File: config.mk
export PLATFORM = sky130hd
export DESIGN_NAME = filin_top
export DESIGN_NICKNAME = d
export VERILOG_FILES = /design/src/rtl/filin_pkg.sv /design/src/rtl/filin_top.sv /design/src/rtl/filin_cell_reg.sv /design/src/rtl/filin_ahb_slv.sv
export VERILOG_INCLUDE_DIRS = /design/src /design/src/rtl
export SDC_FILE = /design/constraint.sdc
export NUM_CORES = 1
export LEC_CHECK = 0
export BUFFER_PORTS_ARGS = -buffer_cell sky130_fd_sc_hd__clkbuf_2
export CAP_MARGIN = 20
export CORE_MARGIN = 2
export CORE_UTILIZATION = 42
export DETAILED_ROUTE_END_ITERATION = 10
export GPL_ROUTABILITY_DRIVEN = 0
export GPL_TIMING_DRIVEN = 0
export PLACE_DENSITY_LB_ADDON = 0.12
export SYNTH_ARGS = -nofsm -noshare
export SYNTH_HDL_FRONTEND = slang
export SYNTH_SLANG_ARGS = --single-unit
File: constraint.sdc
create_clock -name clk_sys_i -period 4.3 [get_ports clk_sys_i]
set_clock_uncertainty 0.05 [all_clocks]
set_input_delay 0.43 -clock clk_sys_i [delete_from_list [all_inputs] [get_ports clk_sys_i]]
set_output_delay 0.43 -clock clk_sys_i [all_outputs]
set_load 0.02 [all_outputs]
File: src/rtl/filin_defines.svh
// constants for the filter input load stage: offsets, fields, reset values
//
// Functional notes
// each sample loads into all eight cell sample registers on one edge
// sample loading happens only on rising clock edges, gated by load enable
// sample format low means unsigned, high means two's complement
// sample format flag is captured with the sample bits, same edge and enable
// enable effectively low: every cell sample register takes the 8-bit bus value
// enable effectively high: internal sample bus forced to zero, zeros loaded
// sample load enable is registered, acting exactly one clock late
// source drives sample enable low the cycle before presenting the sample
// coefficient loads into cell zero coefficient register while enable effectively low
// coefficient load enable is delayed one clock before gating the load
// coefficient format low means unsigned, high means two's complement
// coefficient format flag is captured with coefficient bits, same conditions
// coefficient enable effectively high: coefficient register holds, clock ignored
// every sample and coefficient register keeps a format flag beside eight bits
`ifndef FILIN_DEFINES_SVH
`define FILIN_DEFINES_SVH

`define FILIN_CELLS       8
`define FILIN_DW          8
`define FILIN_OPW         9
`define FILIN_FMT_BIT     8
`define FILIN_SIGN_BIT    7

`define FILIN_OFS_CTRL    8'h00
`define FILIN_OFS_STATUS  8'h04
`define FILIN_OFS_SVIEW   8'h08
`define FILIN_OFS_CVIEW   8'h0C
`define FILIN_OFS_SVAL    8'h10
`define FILIN_OFS_CVAL    8'h14

`define FILIN_CTRL_SEL_W  3
`define FILIN_ST_SEN_BIT  0
`define FILIN_ST_CEN_BIT  1

`define FILIN_EN_N_RST    1'b1
`define FILIN_CELL_RST    9'h000
`define FILIN_CTRL_RST    3'h0

`define FILIN_HTRANS_NSEQ 2'h2
`define FILIN_HSIZE_WORD  3'h2

`endif

File: src/rtl/filin_pkg.sv
// types shared by the filter input load stage
package filin_pkg;
  typedef logic [8:0]  filin_opnd_t;
  typedef logic [2:0]  filin_cidx_t;
  typedef logic [31:0] filin_word_t;
  typedef logic [7:0]  filin_ofs_t;
endpackage

File: src/rtl/filin_top.sv
// filter input load stage: sample broadcast, cell zero coefficient, register view
//
// The AHB-Lite interface to the registers and the placing of the registers were left to the implementer.
module filin_top
  import filin_pkg::*;
(
  input  wire logic        clk_sys_i,
  input  wire logic        rstn_i,
  input  wire logic [7:0]  sample_in_bus_i,
  input  wire logic        sample_format_sel_i,
  input  wire logic        sample_load_en_n_i,
  input  wire logic [7:0]  coef_in_bus_i,
  input  wire logic        coef_format_sel_i,
  input  wire logic        coef_load_en_n_i,
  input  wire logic        hsel_i,
  input  wire logic [31:0] haddr_i,
  input  wire logic [1:0]  htrans_i,
  input  wire logic        hwrite_i,
  input  wire logic [2:0]  hsize_i,
  input  wire logic [31:0] hwdata_i,
  input  wire logic        hready_i,
  output logic             hreadyout_o,
  output logic             hresp_o,
  output logic [31:0]      hrdata_o,
  output logic [71:0]      sample_cells_o,
  output logic [8:0]       coef_cell0_o
);
`include "filin_defines.svh"

  // delayed enables
  logic        samp_en_n_r;
  logic        coef_en_n_r;
  filin_cidx_t view_sel_r;
  filin_cidx_t view_sel_nxt;

  filin_opnd_t samp_bus_in;
  filin_opnd_t coef_bus_in;
  filin_opnd_t samp_q [`FILIN_CELLS];
  filin_opnd_t coef_q;
  filin_opnd_t sel_samp;
  filin_word_t sel_samp_val;
  filin_word_t coef_val;
  filin_word_t status_word;
  filin_word_t rd_mux;
  logic        bus_wr;
  logic        bus_rd;
  filin_ofs_t  bus_addr;
  logic        wr_ctrl;
  logic        rd_take;
  filin_ofs_t  rd_ofs;
  filin_word_t hrdata_r;

  // format-aware widening of an operand for software readback
  function automatic filin_word_t filin_widen(input filin_opnd_t v);
    filin_word_t w;
    w = {24'h000000, v[7:0]};
    if (v[`FILIN_FMT_BIT] && v[`FILIN_SIGN_BIT]) begin
      w = {24'hFFFFFF, v[7:0]};
    end
    return w;
  endfunction

  // the pins come from logic on this same clock, so no synchroniser here;
  // a stray asynchronous source would need one ahead of this block
  always_ff @(posedge clk_sys_i or negedge rstn_i) begin
    if (!rstn_i) begin
      samp_en_n_r <= `FILIN_EN_N_RST;
      coef_en_n_r <= `FILIN_EN_N_RST;
    end else begin
      samp_en_n_r <= sample_load_en_n_i;
      coef_en_n_r <= coef_load_en_n_i;
    end
  end

  // flag rides with the data on both internal buses
  assign samp_bus_in = {sample_format_sel_i, sample_in_bus_i};
  assign coef_bus_in = {coef_format_sel_i, coef_in_bus_i};

  // one shared bus feeds every cell so they load together
  genvar gi;
  generate
    for (gi = 0; gi < `FILIN_CELLS; gi++) begin : g_cell
      filin_cell_reg u_samp (
        .clk_sys_i (clk_sys_i),
        .rstn_i    (rstn_i),
        .load_i    (1'b1),
        .zero_i    (samp_en_n_r),
        .d_i       (samp_bus_in),
        .q_o       (samp_q[gi])
      );
      assign sample_cells_o[gi*9 +: 9] = samp_q[gi];
    end
  endgenerate

  filin_cell_reg u_coef (
    .clk_sys_i (clk_sys_i),
    .rstn_i    (rstn_i),
    .load_i    (!coef_en_n_r),
    .zero_i    (1'b0),
    .d_i       (coef_bus_in),
    .q_o       (coef_q)
  );
  assign coef_cell0_o = coef_q;

  // register bus
  filin_ahb_slv u_ahb (
    .clk_sys_i (clk_sys_i),
    .rstn_i    (rstn_i),
    .hsel_i    (hsel_i),
    .haddr_i   (haddr_i),
    .htrans_i  (htrans_i),
    .hwrite_i  (hwrite_i),
    .hsize_i   (hsize_i),
    .hready_i  (hready_i),
    .wr_o      (bus_wr),
    .rd_o      (bus_rd),
    .addr_o    (bus_addr)
  );

  assign hreadyout_o  = 1'b1;
  assign hresp_o      = 1'b0;
  assign wr_ctrl      = bus_wr && (bus_addr == `FILIN_OFS_CTRL);
  assign view_sel_nxt = wr_ctrl ? hwdata_i[`FILIN_CTRL_SEL_W-1:0] : view_sel_r;

  always_ff @(posedge clk_sys_i or negedge rstn_i) begin
    if (!rstn_i) begin
      view_sel_r <= `FILIN_CTRL_RST;
    end else begin
      view_sel_r <= view_sel_nxt;
    end
  end

  // look-ahead select, so a read right behind a ctrl write sees the new cell
  assign sel_samp     = samp_q[view_sel_nxt];
  assign sel_samp_val = filin_widen(sel_samp);
  assign coef_val     = filin_widen(coef_q);
  assign status_word  = {30'h00000000, coef_en_n_r, samp_en_n_r};
  assign rd_ofs       = haddr_i[7:0];
  assign rd_take      = hsel_i && hready_i && htrans_i[1] && !hwrite_i && (hsize_i == `FILIN_HSIZE_WORD);

  // read data is picked in the address phase and held in a flop for the data phase;
  // unmapped offsets read zero, response stays okay
  assign rd_mux = (rd_ofs == `FILIN_OFS_CTRL)   ? {29'h00000000, view_sel_nxt} :
                  (rd_ofs == `FILIN_OFS_STATUS) ? status_word :
                  (rd_ofs == `FILIN_OFS_SVIEW)  ? {23'h000000, sel_samp} :
                  (rd_ofs == `FILIN_OFS_CVIEW)  ? {23'h000000, coef_q} :
                  (rd_ofs == `FILIN_OFS_SVAL)   ? sel_samp_val :
                  (rd_ofs == `FILIN_OFS_CVAL)   ? coef_val : 32'h00000000;

  always_ff @(posedge clk_sys_i or negedge rstn_i) begin
    if (!rstn_i) begin
      hrdata_r <= 32'h00000000;
    end else if (hready_i) begin
      hrdata_r <= rd_take ? rd_mux : 32'h00000000;
    end
  end

  assign hrdata_o = hrdata_r;

  // checks
  logic cells_equal;
  always_comb begin
    cells_equal = 1'b1;
    for (int i = 1; i < `FILIN_CELLS; i++) begin
      if (samp_q[i] != samp_q[0]) begin
        cells_equal = 1'b0;
      end
    end
  end
endmodule

File: src/rtl/filin_cell_reg.sv
// one operand register: flag plus data, with load and zero-force
module filin_cell_reg
  import filin_pkg::*;
(
  input  wire logic        clk_sys_i,
  input  wire logic        rstn_i,
  input  wire logic        load_i,
  input  wire logic        zero_i,
  input  wire filin_opnd_t d_i,
  output filin_opnd_t      q_o
);
`include "filin_defines.svh"

  filin_opnd_t q_r;
  filin_opnd_t q_nxt;

  // zero-force wins over the data, but only while loading
  assign q_nxt = !load_i ? q_r :
                 zero_i  ? `FILIN_CELL_RST : d_i;

  always_ff @(posedge clk_sys_i or negedge rstn_i) begin
    if (!rstn_i) begin
      q_r <= `FILIN_CELL_RST;
    end else begin
      q_r <= q_nxt;
    end
  end

  assign q_o = q_r;
endmodule

File: src/rtl/filin_ahb_slv.sv
// ahb-lite address phase capture for the register file, zero wait states
module filin_ahb_slv
  import filin_pkg::*;
(
  input  wire logic        clk_sys_i,
  input  wire logic        rstn_i,
  input  wire logic        hsel_i,
  input  wire logic [31:0] haddr_i,
  input  wire logic [1:0]  htrans_i,
  input  wire logic        hwrite_i,
  input  wire logic [2:0]  hsize_i,
  input  wire logic        hready_i,
  output logic             wr_o,
  output logic             rd_o,
  output filin_ofs_t       addr_o
);
`include "filin_defines.svh"

  logic       wr_r;
  logic       rd_r;
  filin_ofs_t addr_r;
  logic       take;

  // only single word transfers are honoured; others complete but do nothing
  assign take = hsel_i && hready_i && htrans_i[1] && (hsize_i == `FILIN_HSIZE_WORD);

  always_ff @(posedge clk_sys_i or negedge rstn_i) begin
    if (!rstn_i) begin
      wr_r   <= 1'b0;
      rd_r   <= 1'b0;
      addr_r <= 8'h00;
    end else if (hready_i) begin
      wr_r   <= take && hwrite_i;
      rd_r   <= take && !hwrite_i;
      addr_r <= haddr_i[7:0];
    end
  end

  assign wr_o   = wr_r;
  assign rd_o   = rd_r;
  assign addr_o = addr_r;
endmodule

**Word-level counts from Yosys, hierarchy flattened**

Cells that the tools add are included.

- Magnitude comparators: 1
- Equality and inequality tests: 6
- Muxes and demuxes: 14
- Bitwise gates (word level): 1
- Reductions and logical operators: 12

Operators with widths:

| operator | count |
|---|---|
| 32-bit two-way mux | 9 |
| 9-bit binary-select mux with 3-bit select | 1 |
| 9-bit two-way mux | 3 |
| 8-bit by 4-bit == test with 1-bit output, second input constant | 2 |
| 8-bit by 5-bit == test with 1-bit output, second input constant | 2 |
| 8-bit zero test | 2 |
| 1-bit logical AND | 9 |
| 8-bit by 3-bit == test with 1-bit output, second input constant | 1 |
| 4-bit greater-or-equal comparator, second input constant | 1 |
| 3-bit inverter with 4-bit output | 1 |
| 3-bit by 2-bit == test with 1-bit output, second input constant | 1 |
| 3-bit two-way mux | 1 |
| 1-bit zero test | 1 |

- Bits in registers: 64
- Output and inout bits: 115
- Logic and storage cells: 42

**Longest topological paths before layout**

- Depth after elaboration: 15
- Depth in mapped cells: 6
- Gate-level depth less buffers: 4

**Cells and area by module**

A second synthesis with hierarchy kept.

- Cells, all modules: 620
- Area total of the unflattened synthesis: 6347.3 um^2

Modules (own cells, without submodules):

| module | instances | cells each | area each (um^2) | seq. area each (um^2) |
|---|---|---|---|---|
| filin_cell_reg | 9 | 38 | 449.2 | 225.2 |
| filin_top | 1 | 252 | 1854.3 | 377.9 |
| filin_ahb_slv | 1 | 26 | 450.4 | 250.2 |

**Least setup slack after synthesis**

Ideal clock, no wire load.

- Path type: input to register
- Start: input port haddr_i[4]
- End: register hrdata_r[2], in the netlist hrdata_o[2]
- Setup time: 130 ps
- Arrival time: 1334 ps
- Required time: 4120 ps
- Setup slack: 2786 ps
- Stages on the path: 5
- Path buffers: 1
- Path through: buf_2 > nor2_1 > nand4b_1 > a211oi_1 > o41ai_2

- Word-level cells in the longest chain between the ends: 8

Ends and longest elaborated chain:

| element | RTL line | source |
|---|---|---|
| from (decl) | filin_top.sv:16 | `input wire logic [31:0] haddr_i,` |
| 8-bit by 5-bit == test with 1-bit output (no line) | -- |  |
| 32-bit two-way mux | filin_top.sv:148 | `` (rd_ofs == `FILIN_OFS_CVAL) ? coef_val : 32'h00000000; `` |
| 32-bit two-way mux | filin_top.sv:147 | `` (rd_ofs == `FILIN_OFS_SVAL) ? sel_samp_val : `` |
| 32-bit two-way mux | filin_top.sv:146 | `` (rd_ofs == `FILIN_OFS_CVIEW) ? {23'h000000, coef_q} : `` |
| 32-bit two-way mux | filin_top.sv:145 | `` (rd_ofs == `FILIN_OFS_SVIEW) ? {23'h000000, sel_samp} : `` |
| 32-bit two-way mux | filin_top.sv:144 | `` (rd_ofs == `FILIN_OFS_STATUS) ? status_word : `` |
| 32-bit two-way mux (*) | filin_top.sv:143 | `` assign rd_mux = (rd_ofs == `FILIN_OFS_CTRL) ? {29'h00000000, view_sel_nxt} : `` |
| 32-bit two-way mux (*) | filin_top.sv:154 | `hrdata_r <= rd_take ? rd_mux : 32'h00000000;` |
| to (signal assigned) | filin_top.sv:154 |  |
| to (decl) | filin_top.sv:51 | `filin_word_t hrdata_r;` |

Mark *: on every way between the ends. The rest lies on a longest branch, timed or not.
A chain may end at the register's enable or synchronous reset.

==> results.md <==
* Drt first pass iters at 4
* Most common cell in the netlist: buf_4
* Nets at ~480
* Syn_area_per_cell at 10.87 um2
* R2R depth at 4
* Setup CP Type: reg -> out
* Synthesized Nets at around 320
* Max Slew Vio Count at 0
* Hold crit path type: in -> async
* Vias in the first global route at between 1.5k and 2k
* DRT iter0 DRCs at 27
* Fmax at ~520 MHz
* FF-to-FF setup slack at roughly 2.6 ns
* Final period utilization at ~45%
* Die ar. at between 0.006 and 0.007 mm2
* Synthesized instance count at 230
* GRT overflow at 0
* Unique masters post-synth at 39
* Crit path max fanout at 24
* Clk sinks at between 40 and 50
* Ys async rst share at 100.0%
* Detail Route Antenna Nets at 0
* Vias per cell at about 4.3
* Area Growth Syn to Fin at 38.34%
* Crit path DAT at 1.44 ns
* Detailed Route WL at 5.675 mm
* Core box area at about 0.0059 mm2
* CTS tree: built
* H-tree lvl count at 2
* Synthesized flop and latch total at 42
* Clock-pin slew on the worst setup and hold paths at 0.08 ns
* Slowest stage cell on the critical path: dfrtp_1
* Input/output buffers at 149
* Largest net degree at the start of global routing at 43
* RSZ-0062 raised after global routing: false
* Max_cap viols at 0
* Worst Setup End Kind: output pin
* Final number of setup-violating endpoints at 0
* Final min period at ~1.9 ns
* Cts bufs inserted at 5
* Worst skew pair latency at a little under 0.3 ns
* Setup_tns at 0 ns
* Num rows at 28
* Seq/Total Area, Yosys at a little over two fifths
* Total chip power at around 0.93 mW
* Synthesized area at between 0.002 and 0.0025 mm2
* Status: finished clean
* # resized after CTS at 0
* Yosys warning count at 0
* WL per Instance at roughly 12 um
* Clk root buf: clkbuf_8
* Vias at 1989
* Top cell type's share of synthesized area at approximately 40%
* Die Height at approximately 81 um
* Synth top area cells: dfrtp_1 (40%), buf_4 (26%), mux2_2 (8.6%)
* Power Density at around 270 mW/mm2
* Crit Reg-Reg Startpoint: u_ahb.addr_o[6]
* Least-Margin Pin Slew at 0.6534 ns
* # DRC at 0
* First-pass GRT wire length at 8.556 mm
* Crit path required time at roughly 3.8 ns
* I/O pin count at between 200 and 250
* Clock buffer depth at 2
* EDFF count, synth at 0
* Peak supply drop at ~0.17 mV
* Initial Utilization at 42.73%
* Gr usage total at between 10% and 20%
* Crit-path cells: buf_4, clkbuf_2
* R2R Path End: hrdata_o[2]
* Final hold viol count at 0
* Number of diodes at 0
* CTS Hold Buffers Added at 0
* Layout cell share with drive strength beyond 1 at about 71%
* LEAKAGE at roughly 2 nW
* Yosys top cell by area: dfrtp_1
* CP Launch Type: flop
* Crit-path max cell delay at 0.77 ns
* Antenna violations before repair at 0
* Rel. slew slack at between 50% and 60%
* Die width at a little over 80 um
* DPL Wire Length at approximately 4.4 mm
* Post-CTS Repair Setup Buffers at 0
* Commonest cells post-synth: buf_4 (88), dfrtp_1 (40), mux2_2 (19)
* Prevailing post-synth register cell: dfrtp_1
## layout by cell type (no fill, tap or decap), types with 3 or more instances in the layout
cell type,netlist,routed
clkbuf_2,0,149
buf_4,88,88
dfrtp_1,40,40
mux2_2,19,19
nor2b_1,10,10
clkbuf_8,1,7
nor2_1,6,6
o2bb2ai_1,6,6
mux2i_1,5,5
inv_1,4,4
nand2_1,4,4
buf_2,3,3
nand3b_1,3,3
o21ai_0,3,3
## area by class of cell
cell class                      instances  area, um2
Timing Repair Buffer                  150      773.2
Clock inverter                          1      5.005
Inverter                                5      18.77
Buffer                                 93      693.2
Multi-Input combinational cell         90      734.5
Fill cell                             552       2392
Tap cell                               75      93.84
Clock buffer                            7      86.33
Sequential cell                        42       1054
## layer usage
layer,vias up,GRT usage (%),wire length [um]
met5,-,0,0
met1,893,21.40,2343
li1,996,-,-
met4,0,5.085,43
met2,95,29.50,2811
met3,5,4.222,477
## kinds of logic (layout without fill, tap and decap cells)
| family | Yosys count | after routing | synth area share, % |
|---|---|---|---|
| buf+inv | 98 | 256 | 28.48 |
| flops | 42 | 42 | 42.14 |
| simple gates | 39 | 39 | 10.66 |
| compound gates | 24 | 24 | 7.507 |
| mux | 24 | 24 | 10.56 |
| other cells | 2 | 2 | 0.3004 |
| xor+xnor | 1 | 1 | 0.3504 |
## worst max path at each step
stage / startpoint / cells after the start / endpoint / slack, ns
final: hrdata_o[30] / 2 / hrdata_o[31] / 2.38
after global routing: hrdata_o[30] / 2 / hrdata_o[17] / 2.27
after CTS: hrdata_o[30] / 2 / hrdata_o[31] / 2.36
after detailed placement: haddr_i[4] / 5 / hrdata_o[2] / 2.42
after global placement: haddr_i[4] / 5 / hrdata_o[2] / 2.42
after floorplan: haddr_i[4] / 5 / hrdata_o[2] / 2.79
## through the flow
stage | setup slack [ns] | std cells | hold WS [ns] | instance area (um2) | util [%]
global route | 2.272 | 463 | 0.1123 | 3458 | 59.11
global placement | 2.418 | 454 | 0.4116 | 3339 | 57.08
finish | 2.384 | 463 | 0.08859 | 3458 | 59.11
detailed placement | 2.417 | 454 | 0.4193 | 3339 | 57.08
CTS | 2.359 | 462 | 0.1555 | 3431 | 58.64
floorplan | 2.786 | 230 | 0.08441 | 2500 | -
## power by group
group	internal [mW]	switching, mW	total, mW
clock network	0.130	0.128	0.258
logic	0.107	0.118	0.225
registers	0.417	0.0251	0.442
total	0.654	0.272	0.926
## worst max-delay path, delay by kind of cell (launching register included)
kind                   cells  cell delay (ns)
buffers and inverters      2             0.38
DFF                        1             0.77
## registers in the layout (all words and copies together), names as in the netlist
| name | cells |
|---|---|
| coef_en_n_r | 1 |
| g_cell.u_samp.q_o | 9 |
| hrdata_o | 10 |
| samp_en_n_r | 1 |
| u_ahb.addr_o | 8 |
| u_ahb.wr_o | 1 |
| u_coef.q_o | 9 |
| view_sel_r | 3 |
Power figures use the tool's default switching activity.
